## src/tmr_regs.svh

```systemverilog
// Register offsets, field positions, reset values and prescale counts
// Assumes inclusion by every file of the 16-bit timer/counter block
`ifndef TMR_REGS_SVH
`define TMR_REGS_SVH

// ****************************************************************
// Register word indices on the plain register port
// ****************************************************************
`define TMR_ADDR_CONTROL 4'h0
`define TMR_ADDR_PERIOD  4'h1
`define TMR_ADDR_COUNT   4'h2
`define TMR_ADDR_STATUS  4'h3

// ****************************************************************
// Control register field positions
// ****************************************************************
`define TMR_BIT_RUN      15
`define TMR_BIT_IDLE     13
`define TMR_BIT_GATE     6
`define TMR_BIT_PRE_HI   5
`define TMR_BIT_PRE_LO   4
`define TMR_BIT_SYNC     2
`define TMR_BIT_SRC      1
`define TMR_CTRL_MASK    16'hA076

// ****************************************************************
// Status register field positions
// ****************************************************************
`define TMR_STAT_MATCH   0
`define TMR_STAT_GFALL   1
`define TMR_STAT_MODE_LO 4
`define TMR_STAT_MODE_HI 8

// ****************************************************************
// Reset values
// ****************************************************************
`define TMR_RST_CONTROL  16'h0000
`define TMR_RST_PERIOD   16'hFFFF
`define TMR_RST_COUNT    16'h0000

// ****************************************************************
// Prescaler terminal counts (ratio minus one)
// ****************************************************************
`define TMR_DIV_1_TC     8'h00
`define TMR_DIV_8_TC     8'h07
`define TMR_DIV_64_TC    8'h3F
`define TMR_DIV_256_TC   8'hFF

`endif

```

## src/tmr_pkg.sv

```systemverilog
// Types shared by the 16-bit timer/counter block
// Assumes the register header is compiled alongside
`default_nettype none

package tmr_pkg;

  // ****************************************************************
  // Register word and operating mode
  // ****************************************************************
  typedef logic [15:0] tmr_word_t;  // One register word

  // One-hot operating mode of the counter
  typedef enum logic [4:0] {
    TMR_MODE_STOP  = 5'b0_0001,
    TMR_MODE_TIMER = 5'b0_0010,
    TMR_MODE_GATED = 5'b0_0100,
    TMR_MODE_SYNC  = 5'b0_1000,
    TMR_MODE_ASYNC = 5'b1_0000
  } tmr_mode_t;

endpackage

`default_nettype wire

```

## src/tmr_prescale.sv

```systemverilog
// Input clock prescaler of the timer: 1, 8, 64 or 256 ticks per count
// Assumes tick_in is a one-cycle strobe on ref_clk_in
`include "tmr_regs.svh"
`default_nettype none

module tmr_prescale #(
  parameter int CW = 8  // Prescale counter width
) (
  // Clock and reset
  input  wire logic       ref_clk_in,
  input  wire logic       rst_b_in,
  // Control
  input  wire logic       clear_in,
  input  wire logic [1:0] sel_in,
  // Ticks
  input  wire logic       tick_in,
  output logic            tick_out
);

  logic [CW-1:0] div_ff;   // Ticks seen since last count
  logic [CW-1:0] nxt_div;
  logic [CW-1:0] limit;    // Terminal count of the chosen ratio

  // Ratio code to terminal count
  function automatic logic [CW-1:0] term_count(input logic [1:0] sel);
    case (sel)
      2'b11:   term_count = CW'(`TMR_DIV_256_TC);
      2'b10:   term_count = CW'(`TMR_DIV_64_TC);
      2'b01:   term_count = CW'(`TMR_DIV_8_TC);
      default: term_count = CW'(`TMR_DIV_1_TC);
    endcase
  endfunction

  // Divider next state; a clear discards partial progress
  always_comb begin
    limit    = term_count(sel_in);
    tick_out = tick_in && (div_ff >= limit);
    nxt_div  = div_ff;
    if (clear_in) begin
      nxt_div = '0;
    end else if (tick_out) begin
      nxt_div = '0;
    end else if (tick_in) begin
      nxt_div = div_ff + CW'(1);
    end
  end

  // Divider register
  always_ff @(posedge ref_clk_in or negedge rst_b_in) begin
    if (!rst_b_in) begin
      div_ff <= '0;
    end else begin
      div_ff <= nxt_div;
    end
  end

endmodule

`default_nettype wire

```

## src/tmr_sync.sv

```systemverilog
// Two-flop synchroniser for pin levels entering the timer clock domain
// Assumes inputs are asynchronous to ref_clk_in
`default_nettype none

module tmr_sync #(
  parameter int WIDTH = 2  // Number of levels carried across
) (
  // Clock and reset
  input  wire logic             ref_clk_in,
  input  wire logic             rst_b_in,
  // Levels
  input  wire logic [WIDTH-1:0] async_in,
  output logic      [WIDTH-1:0] sync_out
);

  logic [WIDTH-1:0] meta_ff;      // First stage, read only by second stage
  logic [WIDTH-1:0] sync_ff;      // Second stage, safe to use
  logic [WIDTH-1:0] nxt_meta;
  logic [WIDTH-1:0] nxt_sync;

  // Next values of both stages
  always_comb begin
    nxt_meta = async_in;
    nxt_sync = meta_ff;
  end

  // Stage registers
  always_ff @(posedge ref_clk_in or negedge rst_b_in) begin
    if (!rst_b_in) begin
      meta_ff <= '0;
      sync_ff <= '0;
    end else begin
      meta_ff <= nxt_meta;
      sync_ff <= nxt_sync;
    end
  end

  assign sync_out = sync_ff;

endmodule

`default_nettype wire

```

## src/tmr_top.sv

```systemverilog
// Sixteen-bit timer/counter with control, period, count and status words
// Assumes a same-clock register master and asynchronous count/gate pins
//
// Summary of operation
// - One 16-bit interval timer or counter.
// - Modes: timer, synchronous counter, asynchronous counter.
// - Interrupt on period match or gate fall.
// - Run bit 15 starts and stops counting.
// - Idle-halt bit 13 stops counting in Idle.
// - Gate bit 6 ignored with external source.
// - Prescale bits 5-4 select 1,8,64,256.
// - Sync bit 2 matters only for external source.
// - Source bit 1 selects external rising edges.
// - Unimplemented control bits read zero, ignore writes.
// - Implemented control bits read/write, reset zero.
// - Timer may run in Idle; in Sleep only async counting runs.
`include "tmr_regs.svh"
`default_nettype none

module tmr_top (
  // Clock and reset
  input  wire logic             ref_clk_in,
  input  wire logic             rst_b_in,
  // Register port
  input  wire logic [3:0]       addr_in,
  input  wire tmr_pkg::tmr_word_t wdata_in,
  input  wire logic             wr_in,
  input  wire logic             rd_in,
  output tmr_pkg::tmr_word_t    rdata_out,
  // Pins
  input  wire logic             external_count_pin_in,
  input  wire logic             gate_pin_in,
  // Power state of the processor
  input  wire logic             idle_in,
  input  wire logic             sleep_in,
  // Event request
  output logic                  irq_req_out
);

  import tmr_pkg::*;

  // ****************************************************************
  // Declarations
  // ****************************************************************
  tmr_word_t ctrl_ff;           // timer_one_control
  tmr_word_t nxt_ctrl;
  tmr_word_t period_ff;         // period_value
  tmr_word_t nxt_period;
  tmr_word_t count_ff;          // Running count
  tmr_word_t nxt_count;
  tmr_word_t rdata_ff;          // Read data, valid one cycle after strobe
  tmr_word_t nxt_rdata;
  tmr_mode_t mode_ff;           // Registered operating mode
  tmr_mode_t nxt_mode;
  logic      match_flag_ff;     // Sticky period match flag
  logic      nxt_match_flag;
  logic      gfall_flag_ff;     // Sticky gate falling-edge flag
  logic      nxt_gfall_flag;
  logic      ext_prev_ff;       // Last synchronised count pin level
  logic      gate_prev_ff;      // Last synchronised gate level
  logic      ext_s;             // Synchronised count pin
  logic      gate_s;            // Synchronised gate pin
  logic      ext_rise;          // Rising edge of count pin
  logic      gate_fall;         // Falling edge of gate pin
  logic      timer_run;
  logic      idle_halt;
  logic      gated_accumulate;
  logic      ext_clock_sync;
  logic      clock_source_bit;
  logic [1:0] prescale_select;
  logic      active;            // Counter allowed to advance
  logic      src_tick;          // Raw tick before prescaler
  logic      count_tick;        // Prescaled tick
  logic      wr_count;          // Software writes the count
  logic      clr_match;
  logic      clr_gfall;

  // ****************************************************************
  // Pin synchronisation and edge detection
  // ****************************************************************
  tmr_sync #(
    .WIDTH (2)
  ) u_sync (
    .ref_clk_in (ref_clk_in),
    .rst_b_in   (rst_b_in),
    .async_in   ({gate_pin_in, external_count_pin_in}),
    .sync_out   ({gate_s, ext_s})
  );

  // Edges from the safe stage and its delayed copy
  always_comb begin
    ext_rise  = ext_s && !ext_prev_ff;
    gate_fall = !gate_s && gate_prev_ff;
  end

  // Delayed pin copies
  always_ff @(posedge ref_clk_in or negedge rst_b_in) begin
    if (!rst_b_in) begin
      ext_prev_ff  <= 1'b0;
      gate_prev_ff <= 1'b0;
    end else begin
      ext_prev_ff  <= ext_s;
      gate_prev_ff <= gate_s;
    end
  end

  // ****************************************************************
  // Control fields and mode decode
  // ****************************************************************
  always_comb begin
    timer_run        = ctrl_ff[`TMR_BIT_RUN];
    idle_halt        = ctrl_ff[`TMR_BIT_IDLE];
    gated_accumulate = ctrl_ff[`TMR_BIT_GATE];
    ext_clock_sync   = ctrl_ff[`TMR_BIT_SYNC];
    clock_source_bit = ctrl_ff[`TMR_BIT_SRC];
    prescale_select  = ctrl_ff[`TMR_BIT_PRE_HI:`TMR_BIT_PRE_LO];
    // Mode lags a control write by one cycle
    if (!timer_run) begin
      nxt_mode = TMR_MODE_STOP;
    end else if (clock_source_bit) begin
      // Gate bit plays no part here
      nxt_mode = ext_clock_sync ? TMR_MODE_SYNC : TMR_MODE_ASYNC;
    end else begin
      // Sync bit plays no part here
      nxt_mode = gated_accumulate ? TMR_MODE_GATED : TMR_MODE_TIMER;
    end
  end

  // ****************************************************************
  // Count source and enable
  // ****************************************************************
  always_comb begin
    // Idle halts only when asked; Sleep stops all but async counting
    active = (mode_ff != TMR_MODE_STOP)
             && !(idle_in && idle_halt)
             && (!sleep_in || mode_ff == TMR_MODE_ASYNC);
    case (mode_ff)
      TMR_MODE_TIMER: src_tick = active;
      TMR_MODE_GATED: src_tick = active && gate_s;
      TMR_MODE_SYNC:  src_tick = active && ext_rise;
      TMR_MODE_ASYNC: src_tick = active && ext_rise;
      default:        src_tick = 1'b0;
    endcase
  end

  tmr_prescale #(
    .CW (8)
  ) u_pre (
    .ref_clk_in (ref_clk_in),
    .rst_b_in   (rst_b_in),
    .clear_in   (mode_ff == TMR_MODE_STOP),
    .sel_in     (prescale_select),
    .tick_in    (src_tick),
    .tick_out   (count_tick)
  );

  // ****************************************************************
  // Registers, counter and flags: next values
  // ****************************************************************
  always_comb begin
    wr_count       = wr_in && (addr_in == `TMR_ADDR_COUNT);
    clr_match      = wr_in && (addr_in == `TMR_ADDR_STATUS) && wdata_in[`TMR_STAT_MATCH];
    clr_gfall      = wr_in && (addr_in == `TMR_ADDR_STATUS) && wdata_in[`TMR_STAT_GFALL];
    nxt_ctrl       = ctrl_ff;
    nxt_period     = period_ff;
    nxt_count      = count_ff;
    nxt_match_flag = match_flag_ff && !clr_match;
    nxt_gfall_flag = gfall_flag_ff && !clr_gfall;
    // Reserved control bits never store
    if (wr_in && addr_in == `TMR_ADDR_CONTROL) begin
      nxt_ctrl = wdata_in & `TMR_CTRL_MASK;
    end
    if (wr_in && addr_in == `TMR_ADDR_PERIOD) begin
      nxt_period = wdata_in;
    end
    // Software load wins over a count in the same cycle
    if (wr_count) begin
      nxt_count = wdata_in;
    end else if (count_tick) begin
      nxt_count = (count_ff == period_ff) ? 16'h0000 : count_ff + 16'h0001;
    end
    // Hardware set wins over a software clear
    if (count_tick && count_ff == period_ff) begin
      nxt_match_flag = 1'b1;
    end
    if (mode_ff == TMR_MODE_GATED && gate_fall) begin
      nxt_gfall_flag = 1'b1;
    end
    // Read mux; unmapped words read zero
    case (addr_in)
      `TMR_ADDR_CONTROL: nxt_rdata = ctrl_ff;
      `TMR_ADDR_PERIOD:  nxt_rdata = period_ff;
      `TMR_ADDR_COUNT:   nxt_rdata = count_ff;
      `TMR_ADDR_STATUS:  nxt_rdata = {7'h00, mode_ff, 2'b00, gfall_flag_ff, match_flag_ff};
      default:           nxt_rdata = 16'h0000;
    endcase
    if (!rd_in) begin
      nxt_rdata = 16'h0000;
    end
  end

  // ****************************************************************
  // Registers, counter and flags: storage
  // ****************************************************************
  always_ff @(posedge ref_clk_in or negedge rst_b_in) begin
    if (!rst_b_in) begin
      ctrl_ff       <= `TMR_RST_CONTROL;
      period_ff     <= `TMR_RST_PERIOD;
      count_ff      <= `TMR_RST_COUNT;
      rdata_ff      <= 16'h0000;
      mode_ff       <= TMR_MODE_STOP;
      match_flag_ff <= 1'b0;
      gfall_flag_ff <= 1'b0;
    end else begin
      ctrl_ff       <= nxt_ctrl;
      period_ff     <= nxt_period;
      count_ff      <= nxt_count;
      rdata_ff      <= nxt_rdata;
      mode_ff       <= nxt_mode;
      match_flag_ff <= nxt_match_flag;
      gfall_flag_ff <= nxt_gfall_flag;
    end
  end

  assign rdata_out   = rdata_ff;
  // Level request while either flag stands
  assign irq_req_out = match_flag_ff || gfall_flag_ff;
endmodule

`default_nettype wire
```

## config.mk

```make
export PLATFORM = sky130hd
export DESIGN_NAME = tmr_top
export DESIGN_NICKNAME = d
export VERILOG_FILES = /design/src/tmr_pkg.sv /design/src/tmr_prescale.sv /design/src/tmr_sync.sv /design/src/tmr_top.sv
export VERILOG_INCLUDE_DIRS = /design/src
export SDC_FILE = /design/constraint.sdc
export NUM_CORES = 1
export LEC_CHECK = 0
export BUFFER_PORTS_ARGS = -buffer_cell sky130_fd_sc_hd__buf_2
export CAP_MARGIN = 20
export CORE_UTILIZATION = 58
export DETAILED_ROUTE_END_ITERATION = 7
export HOLD_SLACK_MARGIN = 0.03
export PLACE_DENSITY = 0.83
export SYNTH_ARGS = -nofsm -noshare
export SYNTH_HDL_FRONTEND = slang
export SYNTH_SLANG_ARGS = --single-unit
export TNS_END_PERCENT = 100
```

## constraint.sdc

```tcl
create_clock -name ref_clk_in -period 2.74 [get_ports ref_clk_in]
set_input_delay 0.548 -clock ref_clk_in [delete_from_list [all_inputs] [get_ports ref_clk_in]]
set_output_delay 0.548 -clock ref_clk_in [all_outputs]
set_load 0.03 [all_outputs]
```

[Word level (Yosys, flattened, before mapping)]
Cells that the tools add are included.
Word-level totals
  bits in registers: 76
  output and inout port bits: 17
  word-level logic and storage cells: 74
Cells by class
  $add $sub $neg: 2
  magnitude comparators: 1
  equal/unequal tests: 13
  mux-type cells: 16
  reductions and logical operators: 30
Operator list (count)
  $mux W16: 4
  $pmux W16 S4: 1
  $mux W8: 3
  $pmux W8 S3: 1
  $logic_and A1 B1 Y1: 18
  $add A16 B1 Y16 const B: 1
  $eq A16 B16 Y1: 1
  $mux W5: 3
  $add A8 B1 Y8 const B: 1
  $eq A4 B2 Y1 const B: 2
  $ge A8 B8 Y1: 1
  $logic_not A1 Y1: 6
  $eq A5 B1 Y1 const B: 1
  $eq A5 B2 Y1 const B: 1
  $eq A5 B3 Y1 const B: 1
  $eq A5 B4 Y1 const B: 1
  $eq A5 B5 Y1 const B: 1
  $ne A5 B1 Y1 const B: 1
  $eq A2 B2 Y1 const B: 2
  $eq A4 B1 Y1 const B: 1
  $logic_not A4 Y1: 1
  $mux W3: 1
  $pmux W1 S3: 1
  $reduce_bool A3 Y1: 1
  other kinds (5): 7

[Depth between registers and ports, before layout]
Gate-level depths: netlist (run 1).
  depth in word-level cells: 9
  mapped depth: 10
  mapped depth without buffers: 8

[Cells and area by module]
Synthesis (run 1) repeated with hierarchy kept, for this count alone.
Unflattened totals
  cell total of the unflattened synthesis: 374
  area total of the unflattened synthesis: 3975.1 um^2
By module, submodules not included
  tmr_top: times used 1, cells an instance 291, area each 3198.1 um^2, sequential area each 1622.8 um^2
  tmr_prescale: times used 1, cells an instance 79, area each 676.9 um^2, sequential area each 200.2 um^2
  tmr_sync: times used 1, cells an instance 4, area each 100.1 um^2, sequential area each 100.1 um^2

[Worst setup path after synthesis (run 1)]
Ideal clock, no wire load.
  path type: register -> register
  start point: register ctrl_ff[5]
  end point: register count_ff[14]
  setup time: 82 ps
  arrival: 2103 ps
  data required time: 2658 ps
  setup slack: 555 ps
  cell stages (with the launch flop): 10
  clock period less this slack: 2185 ps
  cells stage by stage: dfrtp_1 > nand2_1 > ha_1 > and4_1 > o211a_1 > a211o_2 > nand2b_4 > buf_6 > or4_1 > a31oi_1
On the way
  cells in the longest elaborated chain, start to end: 5
  elaborated cells between the ends (all ways): 7
  classes of those cells: 1 x order compare; 3 x eq/ne; 1 x mux; 2 x reduce/logical
RTL lines
  start, declared: RTL line tmr_top.sv:45  | tmr_word_t ctrl_ff;
  start signal, assigned: RTL line tmr_top.sv:207  | ctrl_ff <= `TMR_RST_CONTROL;
  start signal, assigned: RTL line tmr_top.sv:215  | ctrl_ff <= nxt_ctrl;
  $eq A2 B1 Y1 / $eq A2 B2 Y1 (equally long branches): RTL line tmr_prescale.sv:26  | case (sel)
  $pmux W8 S3 (*): RTL line tmr_prescale.sv:26
  $ge A8 B8 Y1 (*): RTL line tmr_prescale.sv:37  | tick_out = tick_in && (div_ff >= limit);
  $logic_and A1 B1 Y1 (*): RTL line tmr_prescale.sv:37
  $reduce_bool A2 Y1 (no line) (*)
  end signal, assigned: RTL line tmr_top.sv:209  | count_ff <= `TMR_RST_COUNT;
  end signal, assigned: RTL line tmr_top.sv:217  | count_ff <= nxt_count;
  end, declared: RTL line tmr_top.sv:49  | tmr_word_t count_ff;
Mark *: on every way between the ends. The rest lies on a longest branch, timed or not.
A chain may end at the register's enable or synchronous reset.

[Worst setup path after layout (run 1)]
Same ends and word-level chain as after synthesis.

==> summary.txt, run 1 <==
Status
  – Status: complete, no violations

Synth
  – Mapped Cells: 373
  – Area fraction of the dominant cell type after synthesis: 0.3822
  – Synth area leader: dfrtp_1
  – Synth cell count leaders: dfrtp_1, nor2_1, mux2_2, nand2_1
  – Sequential area share after synthesis: 0.4979
  – YS warnings: 0
  – Syn nets: 409
  – Ranking of synthesized cells by area: dfrtp_1, dfstp_2, mux2_2
  – Distinct cells, synth: 54
  – Synthesized cell area: 3862 µm²
  – Synth async-reset ratio: 1.000
  – Flops & latches, synth: 76
  – Post-synth EDFFs: 0
  – Most frequent cell after synthesis: dfrtp_1
  – Main synth FF type: dfrtp_1
  – Avg Inst Size Synth: 10.36 µm²

STA
  – Max transition margin: 0.3830
  – Setup_tns: 0 ps
  – Setup violators final: 0
  – Period utilization: 0.8773
  – Fin Hold WS: 301.7 ps
  – Final min period: 2404 ps
  – RSZ-0062 raised after global routing: no
  – FMAX: 0.4160 GHz
  – Final hold vios: 0
  – Clk_skew: around 15 ps
  – Worst Max-Slew Pin Slew: 925.5 ps
  – Max-slew violation count: 0

CTS
  – Setup Buffers After CTS: 0
  – H-Tree Depth: 3
  – CTS Hold Buffers Added: 0
  – CTS clk-pin slew, worst paths: approximately 80 ps
  – CTS Buf Count: 9
  – Max Buffers Root-to-Sink: 2
  – CTS tree: built
  – Gates resized, CTS repair: 0
  – Clock root buffer: clkbuf_8
  – Clock Latency Late Sink: 350 ps
  – # clock sinks: 76

Placement
  – DP HPWL: between 6 and 7 mm
  – I/O Buffers: between 40 and 50
  – GPL Wtd Cong: 0.8992
  – Placed insts: 482

Setup path
  – FF-to-FF path depth: 8
  – Req. time, crit path: 3010 ps
  – Arrival time worst endpoint: 2670 ps
  – Worst r2r src: ctrl_ff[5]$_DFFE_PN0P_
  – Reg-to-reg critical path endpoint: count_ff[14]$_DFFE_PN0P_
  – Worst R2R Setup Slack: 340 ps
  – CP startpoint: ctrl_ff[5]$_DFFE_PN0P_
  – CP Capture Type: flip-flop
  – Worst Setup Start Kind: flip-flop
  – Critical Path Fanout Max: 19
  – Worst setup path endpoint: count_ff[14]$_DFFE_PN0P_
  – Setup Crit Path Kind: reg2reg

Floorplan
  – Ports: 45
  – Num rows: 29
  – Die height: 83.61 µm
  – Die area: 6990 µm²
  – Die X: 83.61 µm
  – Placeable Area: 6386 µm²
  – Starting density of the core: 0.6048

Routing
  – Final ANT Viol Nets: 0
  – Initial DRC Count: 325
  – Drt drc: 0
  – DR vias/cell: roughly 6.4
  – First-pass DRT Iterations: 5
  – Via Count: 3200
  – Final wirelength: 8.963 mm
  – Routed WL per cell: about 18 µm

Cells and area
  – Layout cells sized above 1: 0.2803
  – Area delta synth->final: 12.57%
  – # diodes: 0
  – Non-Filler Instances: approximately 500
  – NumNets Final: 452

Pwr
  – PwrDens: 688.7 nW/µm²
  – Total Power: 2.994 mW
  – VDD IR max: 447.9 µV
  – Pleak: 1.892 nW

Hold path
  – Hold WC Path Type: in2reg
  – Cell depth of the worst hold path: 1

Job
  – Max cap viols: 0

Global routing
  – Grt ovf: 0
  – Largest net degree at the start of global routing: 77
  – Overall routing resource usage: 0.2739
  – Vias in the first global route: 3015
  – First-pass GRT wire length: 14.90 mm
  – Initial antenna violation count: 0
[sequential cells by signal (all words and copies together), names as in the netlist]
name / flops
rdata_out: 16
gate_prev_ff: 1
mode_ff: 5
gfall_flag_ff: 1
u_sync.meta_ff: 2
count_ff: 16
ext_prev_ff: 1
period_ff: 16
match_flag_ff: 1
ctrl_ff: 7
u_pre.div_ff: 8
u_sync.sync_out: 2
[per-layer routing]
metal  part of all wire  vias up  global-route usage
li1                   -     1457                   -
met1               0.43     1571              0.3726
met2               0.47      155              0.4205
met3              0.084       17             0.08605
met4              0.019        0             0.08783
met5                  0        -                   0
[power breakdown]
group          internal [mW]  leakage (nW)  switching, mW
sequential              1.33         0.935          0.230
clock                  0.427        0.0895          0.425
combinational          0.285         0.868          0.299
[cells in the final DEF (no fill, tap or decap), drive strengths merged, types with 3 or more instances in the layout]
cell	count
and2	3
a31oi	14
inv	8
and4	3
buf	52
xnor2	16
clkinvlp	3
mux2	23
nand4	6
nor2	54
nand3	15
o21ai	18
nand2	18
clkbuf	10
and3	8
nand3b	10
nor3	5
a22oi	15
nor4	3
nor2b	3
dfrtp	59
dfstp	17
a222oi	6
a21oi	16
ha	8
[layout make-up]
type | count | area (µm²)
Fill cell | 500 | 2038
Sequential cell | 76 | 1923
Multi-Input combinational cell | 271 | 1826
Timing Repair Buffer | 52 | 282.8
Clock buffer | 10 | 127.6
Tap cell | 77 | 96.34
Clock inverter | 6 | 70.07
Inverter | 6 | 22.52
[critical path, cell delays in order, from the launching register on]
cell	delay [ps]
dfrtp_1	430
nand2_1	120
ha_1	330
and4_1	200
o211a_1	180
a211o_2	220
nand2b_4	160
or4_1	520
a31oi_1	170
[through the flow]
stage                     worst slack [ps]  cell area [µm²]    util
after floorplan                      555.0             3862       -
after global placement               473.0             4150  0.6499
after detailed placement             400.9             4150  0.6499
after CTS                            362.6             4348  0.6808
after global routing                 143.9             4348  0.6808
final                                336.2             4348  0.6808
[logic make-up (layout without fill, tap and decap cells)]
| family | Yosys count | after routing | synth area share |
|---|---|---|---|
| and+or+nand+nor | 139 | 139 | 0.1931 |
| AOI/OAI and AO/OA | 84 | 84 | 0.1477 |
| DFF | 76 | 76 | 0.4979 |
| buffers and inverters | 26 | 74 | 0.02948 |
| muxes | 24 | 24 | 0.06965 |
| xor gates and xnor gates | 16 | 16 | 0.03628 |
| adders and majority gates | 8 | 8 | 0.02592 |
[worst min path at each step]
stage,slack (ps),endpoint,start
floorplan,250,count_ff[0]$_DFFE_PN0P_,rst_b_in
global placement,330,u_sync.sync_out[1]$_DFF_PN0_,u_sync.meta_ff[1]$_DFF_PN0_
detailed placement,340,u_sync.sync_out[1]$_DFF_PN0_,u_sync.meta_ff[1]$_DFF_PN0_
CTS,290,u_sync.meta_ff[0]$_DFF_PN0_,external_count_pin_in
global route,270,u_sync.meta_ff[0]$_DFF_PN0_,external_count_pin_in
finish,300,u_sync.meta_ff[0]$_DFF_PN0_,external_count_pin_in
Power figures use the tool's default switching activity.
==> run 2, diff against run 1 <==
- clock period: 2.74 -> 2.42 ns (I/O delays scaled with it)
==> run 2 against run 1 <==
Clock skew is 5.5 ps lower. Cell count is 1.8% higher. Die area stayed put. Fmax is 2.3% higher. Power is 19% higher. Critical endpoint unchanged. Highest routed layer unchanged.
==> summary.txt, run 2 (synthesis results as in run 1) <==
Status
  – Status: complete, no violations (unchanged)

Routing
  – Initial DRC Count: 396 (was 325)
  – Drt drc: 0 (unchanged)
  – First-pass DRT Iterations: 6 (was 5)
  – Final wirelength: 9.177 mm (was 8.963 mm)
  – DR vias/cell: 6.316 (was 6.426)
  – Final ANT Viol Nets: 0 (unchanged)
  – Routed WL per cell: 18.10 µm (was 18.00 µm)
  – Via Count: 3202 (was 3200)

Job
  – Max cap viols: 0 (unchanged)

STA
  – RSZ-0062 raised after global routing: yes (was no)
  – Setup violators final: 0 (unchanged)
  – Max-slew violation count: 0 (unchanged)
  – Worst Max-Slew Pin Slew: 824.4 ps (was 925.5 ps)
  – Period utilization: 0.9713 (was 0.8773)
  – Fin Hold WS: 130.6 ps (was 301.7 ps)
  – Final hold vios: 0 (unchanged)
  – Clk_skew: 9.457 ps (was 14.95 ps)
  – FMAX: 0.4254 GHz (was 0.4160 GHz)
  – Final min period: 2350 ps (was 2404 ps)
  – Max transition margin: 0.4490 (was 0.3830)

Floorplan
  – Ports: 45 (unchanged)
  – Placeable Area: 6386 µm² (unchanged)
  – Die area: 6990 µm² (unchanged)
  – Die height: 83.61 µm (unchanged)
  – Num rows: 29 (unchanged)
  – Die X: 83.61 µm (unchanged)
  – Starting density of the core: 0.6048 (unchanged)

Global routing
  – Initial antenna violation count: 0 (unchanged)
  – Vias in the first global route: 2968 (was 3015)
  – Largest net degree at the start of global routing: 77 (unchanged)
  – Overall routing resource usage: 0.2740 (was 0.2739)
  – Met2 Usage GRT: 0.3984 (was 0.4205)
  – Grt ovf: 0 (unchanged)
  – Met3 Usage GRT: 0.06627 (was 0.08605)
  – Busiest layer in global routing: met2 (unchanged)
  – Met1 Use GR: 0.3844 (was 0.3726)
  – First-pass GRT wire length: 14.75 mm (was 14.90 mm)

CTS
  – CTS tree: built (unchanged)
  – Clock root buffer: clkbuf_8 (unchanged)
  – CTS Hold Buffers Added: 0 (unchanged)
  – # clock sinks: 76 (unchanged)
  – CTS clk-pin slew, worst paths: 80 ps (about the same)
  – Clock Latency Late Sink: 360 ps (was 350 ps)
  – CTS Buf Count: 9 (unchanged)
  – Max Buffers Root-to-Sink: 2 (unchanged)
  – H-Tree Depth: 3 (unchanged)

Placement
  – DP HPWL: 6.121 mm (was 6.150 mm)
  – I/O Buffers: 44 (unchanged)
  – GPL Wtd Cong: 0.9046 (was 0.8992)
  – DP Area: 4178 µm² (was 4150 µm²)

Cells and area
  – Final Instance Area: 4469 µm² (was 4348 µm²)
  – Area delta synth->final: 15.71% (was 12.57%)
  – NumNets Final: 461 (was 452)
  – Most frequent cells in the layout: dfrtp_1, nor2_1, buf_2 (unchanged)
  – Final Util: 0.6998 (was 0.6808)
  – # diodes: 0 (unchanged)
  – Commonest non-fill, non-tap cell in the layout: dfrtp_1 (unchanged)
  – Layout cells sized above 1: 0.3000 (was 0.2803)

Pwr
  – Pleak: 1.965 nW (was 1.892 nW)
  – VDD IR max: 567.7 µV (was 447.9 µV)
  – PwrDens: 795.9 nW/µm² (was 688.7 nW/µm²)

Setup path
  – Worst Path Buf+Inv: 0 (unchanged)
  – CP Capture Type: flip-flop (unchanged)
  – Req. time, crit path: 2700 ps (was 3010 ps)
  – Worst path cell trace: nand2_1 -> ha_1 -> and4_1 -> o211a_1 -> a211o_4 -> nand2b_4 -> or4_1 -> a31oi_1 (was nand2_1 -> ha_1 -> and4_1 -> o211a_1 -> a211o_2 -> nand2b_4 -> or4_1 -> a31oi_1)
  – Critical path's slowest cell: or4_1 (unchanged)
  – Worst Setup Start Kind: flip-flop (unchanged)
  – Setup Crit Path Kind: reg2reg (unchanged)
  – Critical Path Fanout Max: 9 (was 19)
  – Max incr delay on CP: 510 ps (was 520 ps)
  – Arrival time worst endpoint: 2630 ps (was 2670 ps)
  – Top Family by Delay on Critical Path: simple AND/OR/NAND/NOR gates (unchanged)

Hold path
  – Hold WC Path Type: in2async (was in2reg)
-- run 2: cell count changes in the layout (fill, tap and decap cells not counted), sizes merged --
cell,delta
buf,+9
clkinv,+2
bufinv,+1
inv,-1
clkbuf,+1
clkinvlp,-3
-- run 2: final cells by class --
class	count	area, µm²
Timing Repair Buffer	61	362.8
Clock buffer	11	141.4
Tap cell	77	96.34
Multi-Input combinational cell	271	1841
Clock inverter	5	82.58
Sequential cell	76	1923
Fill cell	447	1917
Inverter	6	22.52
-- run 2: what timing repair did --
action / CTS / global route
gates resized for setup: 0 / 3
setup endpoints to repair: 0 / 12
buffers inserted: 0 / 7
-- run 2: worst paths after layout --
path	start	to	slack, ps	cells past startpoint
hold reg to reg	u_sync.meta_ff[1]$_DFF_PN0_	u_sync.sync_out[1]$_DFF_PN0_	350	0
setup reg to reg	ctrl_ff[5]$_DFFE_PN0P_	count_ff[14]$_DFFE_PN0P_	70	8
hold / removal	rst_b_in	u_sync.meta_ff[1]$_DFF_PN0_	130	2
setup / recovery	ctrl_ff[5]$_DFFE_PN0P_	count_ff[14]$_DFFE_PN0P_	70	8
min in group ref_clk_in	gate_pin_in	u_sync.meta_ff[1]$_DFF_PN0_	230	1
max in group asynchronous	rst_b_in	period_ff[15]$_DFFE_PN1P_	1950	2
-- run 2: stage by stage --
step           setup WS, ps  cells  TNS (ps)  power (mW)
4_1_cts               32.12    500         0       3.528
2_1_floorplan         235.0    373         0       2.198
3_3_place_gp          162.1    484         0       2.392
5_1_grt              -26.01    507    -26.01       3.711
6_report              69.52    507         0       3.557
3_5_place_dp          55.90    484         0       2.431
-- run 2: power by group --
part           total [mW]  internal [mW]  switching (mW)  leakage, nW
logic               0.701          0.346           0.355        0.915
registers            1.76           1.50           0.252        0.935
clock network        1.10          0.613           0.488        0.114
total                3.56           2.46            1.09         1.96
-- run 2: per-layer routing --
metal / wire (µm) / share of wire
met1: 3955 / 0.43
met3: 771 / 0.084
met4: 255 / 0.028
met2: 4196 / 0.46
met5: 0 / 0
==> run 3, diff against run 2 <==
- SETUP_SLACK_MARGIN: unset -> 0.4
==> run 3 against run 2 <==
Combinational power up 19%. Sequential cell count did not move. Power is 3.0% higher. Design area grew 8.5%. Register-to-register slack got worse by 40 ps. Non-clock buffer count is 20 higher. Fmax is 1.6% lower. First-iteration DRC count is 19% higher. Die area did not move. Largest cell class is now multi-input combinational cells. Largest power group unchanged.
==> summary.txt, run 3 (synthesis results as in run 1) <==
Status
  – Status: complete, no violations (unchanged)

Setup path
  – Critical Path Fanout Max: 5 (was 9)
  – Worst Setup Start Kind: flip-flop (unchanged)
  – Arrival time worst endpoint: 2680 ps (was 2630 ps)
  – Worst R2R Setup Slack: 30 ps (was 70 ps)
  – Setup Crit Path Kind: reg2reg (unchanged)
  – Worst Path Buf+Inv: 1 (was 0)
  – Reg-to-reg critical path endpoint: u_pre.div_ff[2]$_DFFE_PN0P_ (was count_ff[14]$_DFFE_PN0P_)
  – Max incr delay on CP: 480 ps (was 510 ps)
  – CP Capture Type: flip-flop (unchanged)
  – Critical path's slowest cell: dfrtp_2 (was or4_1)
  – Top Family by Delay on Critical Path: compound AO/OA/AOI/OAI gates (was simple AND/OR/NAND/NOR gates)
  – FF-to-FF path depth: 9 (was 8)
  – Worst r2r src: ctrl_ff[5]$_DFFE_PN0P_ (unchanged)
  – Req. time, crit path: 2710 ps (was 2700 ps)
  – Worst path cell trace: nor2_4 -> ha_1 -> a2bb2oi_2 -> o21bai_2 -> a211o_4 -> buf_4 -> nor2_1 -> o21ai_0 -> a21oi_1 (was nand2_1 -> ha_1 -> and4_1 -> o211a_1 -> a211o_4 -> nand2b_4 -> or4_1 -> a31oi_1)

Cells and area
  – Area delta synth->final: 25.53% (was 15.71%)
  – Layout cells sized above 1: 0.3982 (was 0.3000)
  – Most frequent cells in the layout: dfrtp_1, nor2_1, buf_2 (unchanged)
  – Commonest non-fill, non-tap cell in the layout: dfrtp_1 (unchanged)
  – # diodes: 0 (unchanged)
  – NumNets Final: 483 (was 461)
  – Non-Filler Instances: 529 (was 507)
  – Filler Cell Count: 384 (was 447)

STA
  – Fin Hold WS: 116.2 ps (was 130.6 ps)
  – Period utilization: 0.9872 (was 0.9713)
  – Final hold vios: 0 (unchanged)
  – Clk_skew: 8.257 ps (was 9.457 ps)
  – Max-slew violation count: 0 (unchanged)
  – Worst Max-Slew Pin Slew: 823.5 ps (was 824.4 ps)
  – Setup_tns: 0 ps (unchanged)
  – FMAX: 0.4186 GHz (was 0.4254 GHz)
  – RSZ-0062 raised after global routing: yes (unchanged)
  – Setup violators final: 0 (unchanged)
  – Max transition margin: 0.4497 (was 0.4490)
  – Final min period: 2389 ps (was 2350 ps)

Routing
  – Top layer in use: met4 (unchanged)
  – Final ANT Viol Nets: 0 (unchanged)
  – DR vias/cell: 6.824 (was 6.316)
  – Met2 WL: 5.204 mm (was 4.196 mm)
  – First-pass DRT Iterations: 6 (unchanged)
  – Wl on met1: 4.389 mm (was 3.955 mm)
  – Via Count: 3610 (was 3202)
  – DR WL met3: 1.325 mm (was 771 µm)
  – Initial DRC Count: 470 (was 396)
  – Final wirelength: 11.54 mm (was 9.177 mm)
  – Routed WL per cell: 21.82 µm (was 18.10 µm)
  – Drt drc: 0 (unchanged)

Pwr
  – PwrDens: 755.6 nW/µm² (was 795.9 nW/µm²)
  – Pleak: 2.114 nW (was 1.965 nW)
  – Total Power: 3.664 mW (was 3.557 mW)
  – VDD IR max: 631.5 µV (was 567.7 µV)

Hold path
  – Hold WC Path Type: in2async (unchanged)

Floorplan
  – Placeable Area: 6386 µm² (unchanged)
  – Ports: 45 (unchanged)
  – Num rows: 29 (unchanged)
  – Die height: 83.61 µm (unchanged)
  – Die X: 83.61 µm (unchanged)
  – Die area: 6990 µm² (unchanged)
  – Starting density of the core: 0.6048 (unchanged)

Global routing
  – Overall routing resource usage: 0.3203 (was 0.2740)
  – First-pass GRT wire length: 17.31 mm (was 14.75 mm)
  – Grt ovf: 0 (unchanged)
  – Initial antenna violation count: 0 (unchanged)
  – Largest net degree at the start of global routing: 47 (was 77)
  – Vias in the first global route: 3405 (was 2968)

Placement
  – DP HPWL: 6.517 mm (was 6.121 mm)
  – I/O Buffers: 44 (unchanged)
  – Placed insts: 486 (was 484)
  – GPL Wtd Cong: 0.9698 (was 0.9046)

CTS
  – CTS clk-pin slew, worst paths: 90 ps (was 80 ps)
  – CTS tree: built (unchanged)
  – Max Buffers Root-to-Sink: 2 (unchanged)
  – Clock root buffer: clkbuf_8 (unchanged)
  – # clock sinks: 76 (unchanged)
  – Clock Latency Late Sink: 360 ps (about the same)
  – H-Tree Depth: 3 (unchanged)
  – CTS Buf Count: 9 (unchanged)

Job
  – Max cap viols: 0 (unchanged)
run 3: metrics by stage:
step	utilization	setup slack [ps]	cell area (µm²)
2_1_floorplan	-	314.4	3884
3_3_place_gp	0.6589	-54.16	4208
3_5_place_dp	0.6589	-137.7	4208
4_1_cts	0.7236	237.2	4621
5_1_grt	0.7592	1.803	4848
6_report	0.7592	30.99	4848
run 3: layer usage:
layer | GRT usage | vias to the layer above
met5 | 0 | -
met3 | 0.08408 | 77
met1 | 0.4252 | 1716
li1 | - | 1515
met4 | 0.1664 | 0
met2 | 0.4856 | 302
run 3: cell type report:
cell class	instances	area, µm²	share of cell area
Timing Repair Buffer	81	571.8	0.1179
Sequential cell	76	1928	0.3977
Tap cell	77	96.34	0.01987
Clock buffer	10	137.6	0.02839
Clock inverter	6	70.07	0.01445
Inverter	6	22.52	0.004645
Multi-Input combinational cell	273	2022	0.4170
run 3: worst max-delay path by stage:
stage,start,endpoint,cells past startpoint
global placement,ctrl_ff[5]$_DFFE_PN0P_,count_ff[8]$_DFFE_PN0P_,8
global route,ctrl_ff[5]$_DFFE_PN0P_,u_pre.div_ff[2]$_DFFE_PN0P_,9
CTS,ctrl_ff[5]$_DFFE_PN0P_,u_pre.div_ff[3]$_DFFE_PN0P_,8
floorplan,ctrl_ff[5]$_DFFE_PN0P_,count_ff[0]$_DFFE_PN0P_,9
detailed placement,ctrl_ff[5]$_DFFE_PN0P_,count_ff[7]$_DFFE_PN0P_,8
finish,ctrl_ff[5]$_DFFE_PN0P_,u_pre.div_ff[2]$_DFFE_PN0P_,9
run 3: worst reg2reg max path, delay by kind of cell, from the launching register on:
kind / cells / cell delay (ps)
AND/OR/NAND/NOR: 2 / 270
adder cells (fa/ha/maj): 1 / 280
AO/OA/AOI/OAI: 5 / 1120
buffers and inverters: 1 / 180
flip-flops: 1 / 480
run 3: what timing repair did:
item	4_1_cts	5_1_grt
resized for setup	11	37
hold buffers	0	0
cloned	2	0
endpoints found under the setup margin	24	25
setup buffers	16	9
pin swaps	9	35
run 3: report_power, final:
part / total [mW] / leakage [nW] / switching [mW] / internal, mW
sequential: 1.79 / 0.931 / 0.283 / 1.51
combinational: 0.833 / 1.09 / 0.436 / 0.397
clock: 1.04 / 0.0955 / 0.529 / 0.512
total: 3.66 / 2.11 / 1.25 / 2.42
